## config.mk

```make
export PLATFORM = sky130hd
export DESIGN_NAME = ans_nibble_stacker
export DESIGN_NICKNAME = d
export VERILOG_FILES = /design/src/design/ans_pkg.sv /design/src/design/ans_nibble_stacker.sv /design/src/design/ans_serial_framer.sv
export SDC_FILE = /design/constraint.sdc
export NUM_CORES = 1
export LEC_CHECK = 0
export ABC_AREA = 1
export BUFFER_PORTS_ARGS = -buffer_cell sky130_fd_sc_hd__buf_2
export CORE_MARGIN = 5
export CORE_UTILIZATION = 31
export DETAILED_ROUTE_END_ITERATION = 12
export SETUP_SLACK_MARGIN = 0.4
export SYNTH_ARGS = -nofsm -noshare
export SYNTH_HDL_FRONTEND = slang
export SYNTH_SLANG_ARGS = --single-unit
```

## constraint.sdc

```tcl
create_clock -name ref_clk -period 4.3 [get_ports ref_clk]
set_clock_uncertainty 0.15 [all_clocks]
set_input_delay 0.86 -clock ref_clk [delete_from_list [all_inputs] [get_ports ref_clk]]
set_output_delay 0.86 -clock ref_clk [all_outputs]
set_load 0.1 [all_outputs]
```

## src/design/ans_pkg.sv

```systemverilog
package ans_pkg;

    // Timing
    localparam int unsigned CLK_HZ      = 100_000_000;
    localparam int unsigned SER_CLK_HZ  = 447_000;
    localparam int unsigned SER_DIV     = CLK_HZ / SER_CLK_HZ;
    localparam int unsigned SER_HALF    = SER_DIV / 2;
    localparam int unsigned RD_SETTLE   = 3;

    // Serial frame
    localparam int unsigned SAMPLE_BITS = 8;
    localparam int unsigned FRAME_BITS  = 12;
    localparam logic [3:0]  FRAME_END   = 4'hc;

    // Register offsets
    localparam logic [7:0]  OFS_DATA    = 8'h10;
    localparam logic [7:0]  OFS_STATUS  = 8'h14;
    localparam logic [7:0]  OFS_FRAME   = 8'h18;
    localparam logic [7:0]  OFS_LINECTL = 8'ha0;

    // Line control fields
    localparam int unsigned LC_ANALYZE  = 0;
    localparam int unsigned LC_RATE8K   = 1;
    localparam int unsigned LC_HALT     = 5;
    localparam logic [7:0]  LINECTL_RST = 8'h00;

    // Status fields
    localparam int unsigned ST_IRQ      = 0;
    localparam int unsigned ST_ODD      = 1;
    localparam int unsigned ST_BUSY     = 2;
    localparam int unsigned ST_PEND     = 3;

    typedef struct packed {
        logic        psel;
        logic        penable;
        logic        pwrite;
        logic [7:0]  paddr;
        logic [31:0] pwdata;
    } ans_apb_req_t;

    typedef struct packed {
        logic        pready;
        logic [31:0] prdata;
        logic        pslverr;
    } ans_apb_rsp_t;

    typedef struct packed {
        logic [7:0]  div;
        logic        gate;
        logic        sck;
        logic [3:0]  bitCnt;
        logic [7:0]  shift;
        logic [11:0] frame;
    } ans_ser_state_t;

endpackage

```

## src/design/ans_nibble_stacker.sv

```systemverilog
// Chosen here: register access over APB and the register offsets.
`timescale 1ns/1ps
// Behaviour
// (RULE1) Twelve serial bits: eight sample, four zero
// (RULE2) Sample bits shifted out msb first
// (RULE3) One gated 447 kHz clock, twelve states
// (RULE4) Bit counter stops clock at 1100
// (RULE5) Gate passes clock only when enabled
// (RULE6) Codec shifts twelve serial bits in
// (RULE7) Codec then presents a 4-bit nibble
// (RULE8) Codec start output starts the converter
// (RULE9) Two codec nibbles merge into one byte
// (RULE10) Latches sequenced by codec sample clock
// (RULE11) Rate select 01 is 6k, 10 8k
// (RULE12) First sample edge holds nibble, sets phase
// (RULE13) Next edge strobes both nibbles into byte
// (RULE14) Packed byte read at address 10h
// (RULE15) Host moves each byte by DMA
// (RULE16) Upper strobe sets the byte-ready interrupt
// (RULE17) Write to 10h clears the interrupt
// (RULE18) Decode write to 10h latches byte
// (RULE19) Decode low phase drives lower nibble
// (RULE20) Next sample edge drives upper nibble
// (RULE21) Decode drivers stay off while encoding
// (RULE22) Codec reset input reinitialises codec
// (RULE23) Halt bit resets codec, read control
// (RULE24) Number format select held high
// (RULE25) Phase returns low after each byte
// (RULE26) Stored decode byte stable until delivered
module ans_nibble_stacker (
    // Clock and reset
    input  wire logic                  ref_clk,
    input  wire logic                  rstn,
    // APB slave
    input  wire ans_pkg::ans_apb_req_t apbReq,
    output ans_pkg::ans_apb_rsp_t      apbRsp,
    output logic                       byteReadyIrqN,
    // Codec
    input  wire logic                  sampleRateClock,
    input  wire logic                  conversionBeginOutN,
    input  wire logic [3:0]            vocoderNibbleIn,
    output logic [3:0]                 vocoderNibbleOut,
    output logic                       vocoderNibbleOeN,
    output logic                       lowerNibbleOutputEnableN,
    output logic                       upperNibbleOutputEnableN,
    output logic                       analyzeSynthesizeSelect,
    output logic                       rateSelectA,
    output logic                       rateSelectB,
    output logic                       numberFormatSelect,
    output logic                       codecReset,
    output logic                       serialPcmClock,
    output logic                       serialPcmInput,
    // Converter
    input  wire logic                  adcEndN,
    input  wire logic [7:0]            adcData,
    output logic                       adcStartN,
    output logic                       adcReadN
);
    import ans_pkg::*;

    localparam logic [1:0] RD_LAST = 2'(RD_SETTLE - 1);

    typedef struct packed {
        logic        rateS1;
        logic        rateS2;
        logic        rateD;
        logic        convS1;
        logic        convS2;
        logic        endS1;
        logic        endS2;
        logic        endD;
        logic [3:0]  nibS1;
        logic [3:0]  nibS2;
        logic [7:0]  adcS1;
        logic [7:0]  adcS2;
        logic [7:0]  lineCtl;
        logic        adcRd;
        logic [1:0]  rdCnt;
        logic        odd;
        logic [3:0]  holdNib;
        logic [7:0]  byteOut;
        logic [7:0]  decByte;
        logic [7:0]  pendByte;
        logic        pendValid;
        logic        ldh;
        logic        irqSet;
        logic        irq;
        logic [3:0]  nibOut;
        logic [31:0] prdata;
    } ans_state_t;

    ans_state_t s;
    ans_state_t n;

    logic        halt;
    logic        analyze;
    logic        rateRise;
    logic        endFall;
    logic        setupPh;
    logic        accessPh;
    logic        mapped;
    logic        wrAcc;
    logic        dataWr;
    logic        adcLoad;
    logic        serBusy;
    logic [11:0] frameBits;

    assign halt     = s.lineCtl[LC_HALT];
    assign analyze  = s.lineCtl[LC_ANALYZE];
    assign rateRise = s.rateS2 && !s.rateD;                          // [RULE10]
    assign endFall  = !s.endS2 && s.endD;
    assign setupPh  = apbReq.psel && !apbReq.penable;
    assign accessPh = apbReq.psel && apbReq.penable;
    assign mapped   = (apbReq.paddr == OFS_DATA) || (apbReq.paddr == OFS_STATUS)
                   || (apbReq.paddr == OFS_FRAME) || (apbReq.paddr == OFS_LINECTL);
    assign wrAcc    = accessPh && apbReq.pwrite && mapped;
    assign dataWr   = wrAcc && (apbReq.paddr == OFS_DATA);
    assign adcLoad  = s.adcRd && (s.rdCnt == RD_LAST) && !serBusy;

    always_comb begin
        n = s;
        // Pin synchronisers
        n.rateS1 = sampleRateClock;
        n.rateS2 = s.rateS1;
        n.rateD  = s.rateS2;
        n.convS1 = conversionBeginOutN;
        n.convS2 = s.convS1;
        n.endS1  = adcEndN;
        n.endS2  = s.endS1;
        n.endD   = s.endS2;
        n.nibS1  = vocoderNibbleIn;
        n.nibS2  = s.nibS1;
        n.adcS1  = adcData;
        n.adcS2  = s.adcS1;
        n.ldh    = 1'b0;
        n.irqSet = 1'b0;
        n.prdata = 32'h0000_0000;

        // Converter read control: strobe read at end of conversion, hold until loaded (third cycle at the earliest)
        if (halt || !analyze) begin
            n.adcRd = 1'b0;                                          // [RULE23]
            n.rdCnt = 2'h0;
        end else if (!s.adcRd) begin
            if (endFall) begin
                n.adcRd = 1'b1;
                n.rdCnt = 2'h0;
            end
        end else if (s.rdCnt != RD_LAST) begin
            n.rdCnt = s.rdCnt + 2'h1;
        end else if (adcLoad) begin
            n.adcRd = 1'b0;
        end

        // Nibble pairing on the codec sample clock
        if (halt) begin
            n.odd       = 1'b0;                                      // [RULE23]
            n.pendValid = 1'b0;
        end else if (rateRise) begin
            if (analyze) begin
                if (!s.odd) begin
                    n.holdNib = s.nibS2;                             // [RULE7] [RULE12]
                    n.odd     = 1'b1;                                // [RULE12]
                end else begin
                    n.byteOut = {s.nibS2, s.holdNib};                // [RULE9] [RULE13]
                    n.odd     = 1'b0;                                // [RULE25]
                    n.ldh     = 1'b1;                                // [RULE13]
                end
            end else if (!s.odd) begin
                n.odd = 1'b1;                                        // [RULE20]
            end else begin
                n.odd    = 1'b0;                                     // [RULE25]
                n.irqSet = 1'b1;
                if (s.pendValid) begin
                    n.decByte   = s.pendByte;                        // [RULE26]
                    n.pendValid = 1'b0;
                end
            end
        end

        // Decode byte from the microcontroller
        if (dataWr && !analyze && !halt) begin
            if (!n.odd) begin
                n.decByte = apbReq.pwdata[7:0];                      // [RULE18]
            end else begin
                n.pendByte  = apbReq.pwdata[7:0];                    // [RULE26]
                n.pendValid = 1'b1;
            end
        end

        // Interrupt: strobe sets, acknowledge clears, set wins
        if (s.ldh) begin
            n.irqSet = 1'b1;                                         // [RULE16]
        end
        n.irq = (s.irq && !dataWr) || s.irqSet;                      // [RULE16] [RULE17]

        n.nibOut = n.odd ? n.decByte[7:4] : n.decByte[3:0];          // [RULE19] [RULE20]

        // Register writes
        if (wrAcc && (apbReq.paddr == OFS_LINECTL)) begin
            n.lineCtl = apbReq.pwdata[7:0];                          // [RULE23]
        end

        // Read data captured in the setup cycle, shown in the access cycle
        if (setupPh && !apbReq.pwrite) begin
            unique case (apbReq.paddr)
                OFS_DATA: begin
                    n.prdata = {24'h00_0000, s.byteOut};             // [RULE14]
                end
                OFS_STATUS: begin
                    n.prdata[ST_IRQ]  = s.irq;
                    n.prdata[ST_ODD]  = s.odd;
                    n.prdata[ST_BUSY] = serBusy;
                    n.prdata[ST_PEND] = s.pendValid;
                end
                OFS_FRAME: begin
                    n.prdata = {20'h0_0000, frameBits};
                end
                OFS_LINECTL: begin
                    n.prdata = {24'h00_0000, s.lineCtl};
                end
                default: begin
                    n.prdata = 32'h0000_0000;
                end
            endcase
        end
    end

    always_ff @(posedge ref_clk or negedge rstn) begin
        if (!rstn) begin
            s         <= '0;
            s.rateS1  <= 1'b0;
            s.convS1  <= 1'b1;
            s.convS2  <= 1'b1;
            s.endS1   <= 1'b1;
            s.endS2   <= 1'b1;
            s.endD    <= 1'b1;
            s.lineCtl <= LINECTL_RST;
        end else begin
            s <= n;
        end
    end

    ans_serial_framer #(
        .DIV            (SER_DIV)
    ) uFramer (
        .ref_clk        (ref_clk),
        .rstn           (rstn),
        .halt           (halt),
        .load           (adcLoad),                                   // [RULE3]
        .sampleData     (s.adcS2),
        .busy           (serBusy),
        .frameBits      (frameBits),
        .serialPcmClock (serialPcmClock),
        .serialPcmInput (serialPcmInput)
    );

    // APB answer: no wait states
    assign apbRsp.pready  = 1'b1;
    assign apbRsp.prdata  = s.prdata;
    assign apbRsp.pslverr = accessPh && !mapped;

    // Codec and converter pins
    assign byteReadyIrqN            = !s.irq;                        // [RULE16]
    assign vocoderNibbleOut         = s.nibOut;
    assign vocoderNibbleOeN         = analyze || halt;               // [RULE21]
    assign lowerNibbleOutputEnableN = analyze || halt || s.odd;      // [RULE19] [RULE21]
    assign upperNibbleOutputEnableN = analyze || halt || !s.odd;     // [RULE20] [RULE21]
    assign analyzeSynthesizeSelect  = analyze;
    assign rateSelectA              = s.lineCtl[LC_RATE8K];          // [RULE11]
    assign rateSelectB              = !s.lineCtl[LC_RATE8K];         // [RULE11]
    assign numberFormatSelect       = 1'b1;                          // [RULE24]
    assign codecReset               = halt;                          // [RULE22] [RULE23]
    assign adcStartN                = s.convS2;                      // [RULE8]
    assign adcReadN                 = !s.adcRd;

    AST_IRQ_SET: assert property (@(posedge ref_clk) disable iff (!rstn) // [RULE16]
        s.ldh |-> ##2 !byteReadyIrqN)
        else $error("upper strobe did not raise byte-ready interrupt");

    AST_IRQ_CLEAR: assert property (@(posedge ref_clk) disable iff (!rstn) // [RULE17]
        (dataWr && !s.irqSet) |=> byteReadyIrqN)
        else $error("acknowledge write did not clear interrupt");

    AST_FIRST_NIBBLE: assert property (@(posedge ref_clk) disable iff (!rstn) // [RULE12]
        (rateRise && analyze && !s.odd && !halt) |=> s.odd && s.holdNib == $past(s.nibS2))
        else $error("first nibble not held");

    AST_PACK_BYTE: assert property (@(posedge ref_clk) disable iff (!rstn) // [RULE13]
        (rateRise && analyze && s.odd && !halt)
        |=> s.ldh && !s.odd && s.byteOut == {$past(s.nibS2), $past(s.holdNib)})
        else $error("byte not packed from both nibbles");

    AST_ENCODE_QUIET: assert property (@(posedge ref_clk) disable iff (!rstn) // [RULE21]
        analyze |-> vocoderNibbleOeN && lowerNibbleOutputEnableN && upperNibbleOutputEnableN)
        else $error("decode drivers enabled while encoding");

    AST_HALT_CLEARS: assert property (@(posedge ref_clk) disable iff (!rstn) // [RULE23]
        halt |-> codecReset ##1 (!s.odd && !s.adcRd))
        else $error("halt did not clear read control and phase");

    AST_RATE_PATTERN: assert property (@(posedge ref_clk) disable iff (!rstn) // [RULE11]
        rateSelectA != rateSelectB)
        else $error("illegal rate select pattern");

    AST_DEC_STABLE: assert property (@(posedge ref_clk) disable iff (!rstn) // [RULE26]
        (s.odd && !analyze && !halt && !rateRise) |=> $stable(s.decByte))
        else $error("decode byte changed mid delivery");

    AST_DEC_LOWER: assert property (@(posedge ref_clk) disable iff (!rstn) // [RULE19]
        (!analyze && !halt && !s.odd) |-> !lowerNibbleOutputEnableN
        && vocoderNibbleOut == s.decByte[3:0])
        else $error("lower nibble not driven in low phase");

    AST_DEC_UPPER: assert property (@(posedge ref_clk) disable iff (!rstn) // [RULE20]
        (!analyze && !halt && s.odd) |-> !upperNibbleOutputEnableN && lowerNibbleOutputEnableN
        && vocoderNibbleOut == s.decByte[7:4])
        else $error("upper nibble not driven in high phase");

    AST_DEC_STORE: assert property (@(posedge ref_clk) disable iff (!rstn) // [RULE18]
        (dataWr && !analyze && !halt && !s.odd && !rateRise)
        |=> s.decByte == $past(apbReq.pwdata[7:0]))
        else $error("decode write not latched");

    AST_PHASE_RETURN: assert property (@(posedge ref_clk) disable iff (!rstn) // [RULE25]
        (rateRise && !halt && s.odd) |=> !s.odd)
        else $error("phase did not return low after byte");

    AST_READ_DATA: assert property (@(posedge ref_clk) disable iff (!rstn) // [RULE14]
        (accessPh && !apbReq.pwrite && apbReq.paddr == OFS_DATA)
        |-> apbRsp.prdata == {24'h00_0000, $past(s.byteOut)})
        else $error("packed byte not returned on data read");

    AST_READ_ONLY: assert property (@(posedge ref_clk) disable iff (!rstn) // [RULE14]
        !(accessPh && !apbReq.pwrite) |-> apbRsp.prdata == 32'h0000_0000)
        else $error("read data driven outside a read");

    AST_IRQ_STANDS: assert property (@(posedge ref_clk) disable iff (!rstn) // [RULE16]
        (!byteReadyIrqN && !dataWr) |=> !byteReadyIrqN)
        else $error("byte-ready interrupt dropped without acknowledge");

    AST_SER_LOAD: assert property (@(posedge ref_clk) disable iff (!rstn) // [RULE3]
        (adcLoad && !halt) |=> serBusy)
        else $error("serial clock gate did not open on load");

endmodule

```

## src/design/ans_serial_framer.sv

```systemverilog
`timescale 1ns/1ps
module ans_serial_framer #(
    parameter int unsigned DIV = ans_pkg::SER_DIV
) (
    // Clock and reset
    input  wire logic       ref_clk,
    input  wire logic       rstn,
    // Control
    input  wire logic       halt,
    input  wire logic       load,
    input  wire logic [7:0] sampleData,
    output logic            busy,
    output logic [11:0]     frameBits,
    // Serial pins
    output logic            serialPcmClock,
    output logic            serialPcmInput
);
    import ans_pkg::*;

    localparam logic [7:0] DIV_LAST  = 8'(DIV - 1);
    localparam logic [7:0] HALF_MARK = 8'(DIV / 2);

    if (DIV < 2 || DIV > 256) begin : gBadDiv
        $error("ans_serial_framer: DIV out of range");
    end

    ans_ser_state_t s;
    ans_ser_state_t n;

    always_comb begin
        n = s;
        if (halt) begin
            n.gate   = 1'b0;
            n.div    = 8'h00;
            n.bitCnt = 4'h0;
            n.shift  = 8'h00;
        end else if (!s.gate) begin
            if (load) begin
                n.shift  = sampleData;
                n.bitCnt = 4'h0;
                n.div    = 8'h00;
                n.gate   = 1'b1;
            end
        end else if (s.div == DIV_LAST) begin
            n.div    = 8'h00;
            n.frame  = {s.frame[10:0], s.shift[7]};      // [RULE6]
            n.shift  = {s.shift[6:0], 1'b0};             // [RULE1] [RULE2]
            n.bitCnt = s.bitCnt + 4'h1;                  // [RULE4]
            if (n.bitCnt == FRAME_END) begin
                n.gate = 1'b0;                           // [RULE4]
            end
        end else begin
            n.div = s.div + 8'h01;
        end
        // Clock rises mid-bit, so data moved at the wrap is settled at the rise
        n.sck = n.gate && (n.div >= HALF_MARK);          // [RULE3] [RULE5]
    end

    always_ff @(posedge ref_clk or negedge rstn) begin
        if (!rstn) begin
            s <= '0;
        end else begin
            s <= n;
        end
    end

    assign busy           = s.gate;
    assign frameBits      = s.frame;
    assign serialPcmClock = s.sck;
    assign serialPcmInput = s.shift[7];

    AST_GATE_CLOSED: assert property (@(posedge ref_clk) disable iff (!rstn) // [RULE5]
        !s.gate |-> !serialPcmClock)
        else $error("serial clock runs while gate is closed");

    AST_MSB_FIRST: assert property (@(posedge ref_clk) disable iff (!rstn) // [RULE2]
        (!s.gate && load && !halt) |=> serialPcmInput == $past(sampleData[7]))
        else $error("first serial bit is not the sample msb");

    AST_STOP_AT_12: assert property (@(posedge ref_clk) disable iff (!rstn) // [RULE4]
        ($fell(s.gate) && !$past(halt)) |-> s.bitCnt == FRAME_END)
        else $error("gate closed at wrong bit count");

endmodule

```

Yosys cells after proc, flatten, opt, wreduce, memory -nomap -nowiden

Index checks and enable logic that the tools add are counted.

Memory bits (writable): 0
Output and inout bits: 51
Memories kept: 0
Latch bits: 0
Memory bits (read-only): 0
Input bits: 60
Bits in registers: 146

Div/mod/pow operators: 0
Muxes and demuxes: 42
Equality and inequality tests: 10
Reduce and logical (&&, ||, !) cells: 45
$lt $le $gt $ge: 1
Shifts and indexed selects: 0
Bitwise gates (word level): 2
Multipliers: 0
$add $sub $neg: 3

Operators with widths:

| kind                | count |
|---|---|
| $mux 12             | 5 |
| $mux 8              | 7 |
| $mux 9              | 4 |
| $eq 8x5->1 const B  | 3 |
| $mux 24             | 1 |
| $pmux 8 s3          | 1 |
| $mux 21             | 1 |
| $mux 17             | 1 |
| $eq 8x8->1 const B  | 2 |
| $logic_and 1x1->1   | 16 |
| $pmux 4 s4          | 1 |
| $logic_not 1->1     | 13 |
| $mux 1              | 13 |
| $mux 3              | 4 |
| $add 8x1->8 const B | 1 |
| $ge 8x7->1 const B  | 1 |
| $logic_or 1x1->1    | 8 |
| $mux 4              | 2 |
| $reduce_and 4->1    | 2 |
| $reduce_and 2->1    | 3 |
| $reduce_bool 3->1   | 2 |
| $add 4x1->4 const B | 1 |
| $eq 4x4->1 const B  | 1 |
| $mux 2              | 2 |
| 7 further kinds     | 8 |

Logic depth before layout (Yosys ltp)

Depth in word-level cells: 10
Gate-level depth with buffers: 13
Mapped depth without buffers: 13

Modules after synthesis

A second synthesis with hierarchy kept.

Cells, all modules: 615
Area, all modules: 5,758.0 um^2

Modules (own cells, without submodules):

| module             | area each (um^2) | seq. area each (um^2) | instances | cells each |
|---|---|---|---|---|
| ans_nibble_stacker | 4,016.4          | 2,308.5               | 1         | 407 |
| ans_serial_framer  | 1,741.7          | 850.8                 | 1         | 208 |

Worst setup path after synthesis

OpenSTA, ideal clock, no wires.

Path kind: in2out
From: input apbReq[32] in the netlist's numbering
To: output apbRsp[0] in the netlist's numbering
Stages: 6
Slack: 0.772 ns
Path buffers: 0
Arrival: 2.518 ns
Path through: inv_1 -> nand2_2 -> inv_1 -> o211ai_2 -> nand2_4 -> nor2_1

RTL lines:

| item               | RTL line                 | RTL |
|---|---|---|
| start: declaration | ans_nibble_stacker.sv:35 | `input wire ans_pkg::ans_apb_req_t apbReq,` |
| end: declaration   | ans_nibble_stacker.sv:36 | `output ans_pkg::ans_apb_rsp_t apbRsp,` |

==> impl_metrics.env <==
export IMPL_outcome="finished, final reports clean"
export IMPL_finalPower_mw=3.40
export IMPL_leakage_nw=3.28
export IMPL_rrSetupSlack_ns=1.82
export IMPL_die_y_um=144
export IMPL_worstSkewPairLatency_ns=0.42
export IMPL_end_kind="output pin"
export IMPL_antennaDiodeCount=0
export IMPL_post_cts_repair_setup_buffers=0
export IMPL_die_w_um=144
export IMPL_clockBufferDepth=2
export IMPL_cts_root_buf="clkbuf_16"
export IMPL_detailed_place_hpwl_um=7900
export IMPL_wl_met1_um=5540
export IMPL_tritoncts="built"
export IMPL_slowest_delay_ns=0.43
export IMPL_num_rows=49
export IMPL_drc=0
export IMPL_grt_remaining_overflow=0
export IMPL_synthFlopType="dfrtp_1"
export IMPL_synthesis_area_um2=5560
export IMPL_peakVddDrop_uv=278
export IMPL_grt_pass1_wl_um=18600
export IMPL_cp_common_cell="buf_2"
export IMPL_synth_distinct_cells=48
export IMPL_hp_class="reg2reg"
export IMPL_met3_wirelength_um=622
export IMPL_critPathSlowestCell="buf_2"
export IMPL_timing_slew_headroom_pct=51.3
export IMPL_synthCells=570
export IMPL_maxCapViolCount=0
export IMPL_drt_wirelength_per_cell_um=13.0
export IMPL_hold_buffers=0
export IMPL_grt_max_degree=95
export IMPL_top_layer_used="met4"
export IMPL_crit_chain="buf_2 -> inv_1 -> o211ai_2 -> nand2_4 -> nor2_1 -> buf_2"
export IMPL_power_density_nw_per_um2=517
export IMPL_max_freq_mhz=341
export IMPL_place_congestion=0.815
export IMPL_path_class="in2out"
export IMPL_worstPathArrival_ns=1.92
export IMPL_fin_util_pct=36.9
export IMPL_required_ns=3.29
export IMPL_final_period_utilization_pct=68.2
export IMPL_crit_buf_inv=3
export IMPL_rsz0062_at_grt="false"
export IMPL_pre_cts_slack_ns=1.36
export IMPL_start_util_pct=31.2
export IMPL_grt_pass1_vias=3662
export IMPL_cts_resized=0
export IMPL_crit_fanout=5
export IMPL_cts_made_buffers=17
export IMPL_yosysWarnings=0
export IMPL_setup_tns_final_ns=0
export IMPL_tightestPinTransition_ns=0.723
export IMPL_viasPerCell=4.27
export IMPL_crit_family="buffers and inverters"
export IMPL_crit_path_start_kind="primary input"
export IMPL_syn_to_final_growth_pct=18.3
export IMPL_nNetsFinal=692
export IMPL_clk_pin_slew_ns=0.05
export IMPL_drt_iter0_drc=230
export IMPL_cts_htree_levels=4
export IMPL_grt_usage_pct=11.6
export IMPL_cts_sinks=126
export IMPL_drv_slew=0
export IMPL_seq_area_frac_synth_pct=56.8
export IMPL_ys_ff_latch=126
export IMPL_vias=3710
export IMPL_fillers=1811
export IMPL_core_area_um2=17800
export IMPL_finalWirelength_um=11300
export IMPL_hold_viol_final=0
export IMPL_syn_avg_cell_area_um2=9.75
export IMPL_antenna_found_initial=0
export IMPL_firstDrtPassIters=5
export IMPL_setup_violations=0
export IMPL_numPortBuffers=64
export IMPL_ys_async_sr_fraction_pct=100
export IMPL_fin_crit_ns=2.93
export IMPL_postRouteAntennaNets=0
export IMPL_io_pins=111
export IMPL_synth_edf_count=0
export IMPL_drive_above_1_share_pct=23.4
export IMPL_die_area_um2=20700
export IMPL_worst_slack_ns=1.37
export IMPL_dr_wl_met2_um=4950
[worst reg2reg max path: stages, from the launching register on]
cell      delay, ns
dfrtp_1        0.54
clkinv_1       0.37
nor2_2         0.52
nand2_2        0.38
mux2_2         0.39
[layout make-up]
type,count,area [µm²],area share (%)
Timing Repair Buffer,66,350,5.33
Multi-Input combinational cell,337,1830,27.8
Sequential cell,126,3160,48.0
Tap cell,229,287,4.36
Inverter,79,297,4.51
Clock inverter,11,186,2.83
Clock buffer,21,470,7.15
[cells in the final DEF (no fill, tap or decap), drive strengths merged, types with 9 or more instances in the layout]
cell      n
nand2   120
nor2     34
buf      66
nor3      9
o21ai    60
clkbuf   21
a21oi    20
inv      78
conb     22
dfrtp   121
nand3    21
[flip-flops by register name, indices dropped and copies added (netlist names)]
name	flops
rateSelectA	1
vocoderNibbleOut	4
n	17
uFramer.serialPcmClock	1
codecReset	1
uFramer.busy	1
apbRsp	12
uFramer.serialPcmInput	1
uFramer.frameBits	12
s	55
uFramer.s	19
adcStartN	1
analyzeSynthesizeSelect	1
[cell families (layout without fill, tap and decap cells)]
logic type / after synthesis / in the layout / share of synthesized area, %
adders and majority gates: 5 / 5 / 1.13
AOI/OAI and AO/OA: 106 / 106 / 11.3
xor gates and xnor gates: 3 / 3 / 0.473
DFF: 126 / 126 / 56.8
buffers and inverters: 127 / 177 / 11.7
and+or+nand+nor: 196 / 196 / 17.5
muxes: 5 / 5 / 1.01
other: 2 / 22 / 0.135
[stage by stage]
| step | cells | hold WS, ns | instance area (µm²) |
|---|---|---|---|
| floorplan | 590 | 0.181 | 5640 |
| global placement | 837 | 0.182 | 5920 |
| detailed placement | 837 | 0.185 | 5920 |
| CTS | 869 | 0.197 | 6580 |
| global route | 869 | 0.205 | 6580 |
| finish | 869 | 0.197 | 6580 |
[path summary, 6_finish.rpt]
kind,startpoint,cells after the start,endpoint
max,apbReq[35],6,apbRsp[0]
min,n[83],0,s[83]
max reg2reg,uFramer.busy,4,uFramer.frameBits[5]
min reg2reg,n[83],0,s[83]
max in group asynchronous,rstn,2,n[107]
min in group asynchronous,rstn,1,n[83]
[report_power, final]
part / switching (mW) / internal [mW] / total, mW
Sequential: 0.0216 / 1.25 / 1.28
Clock: 0.510 / 1.07 / 1.58
Combinational: 0.440 / 0.102 / 0.542
Total: 0.972 / 2.43 / 3.40
[cells in the mapped netlist (4+ instances only)]
library cell  instances  area (µm²)
mux2_2                5        56.3
and2_1                4        25.0
nand3_1              18        90.1
o22ai_1               6        37.5
nor3_1                7        35.0
a31oi_1               4        25.0
o21ai_1              14        70.1
o21ai_0              38         190
nor2_4                4        45.0
dfrtp_1             121        3030
inv_1                75         282
a22oi_1               7        52.6
dfstp_2               5         131
nand2_1             110         413
buf_4                39         293
o21ai_2               8        70.1
nor2_1               26        97.6
nand2_2               6        37.5
nand2_4               4        45.0
ha_1                  5        62.6
a21oi_1              19        95.1
[metal layers]
layer	vias up	GRT usage, %
li1	1887	-
met1	1726	15.9
met2	83	16.8
met3	14	3.99
met4	0	4.76
met5	-	0
Note: power is estimated with default switching activity, not from simulation.
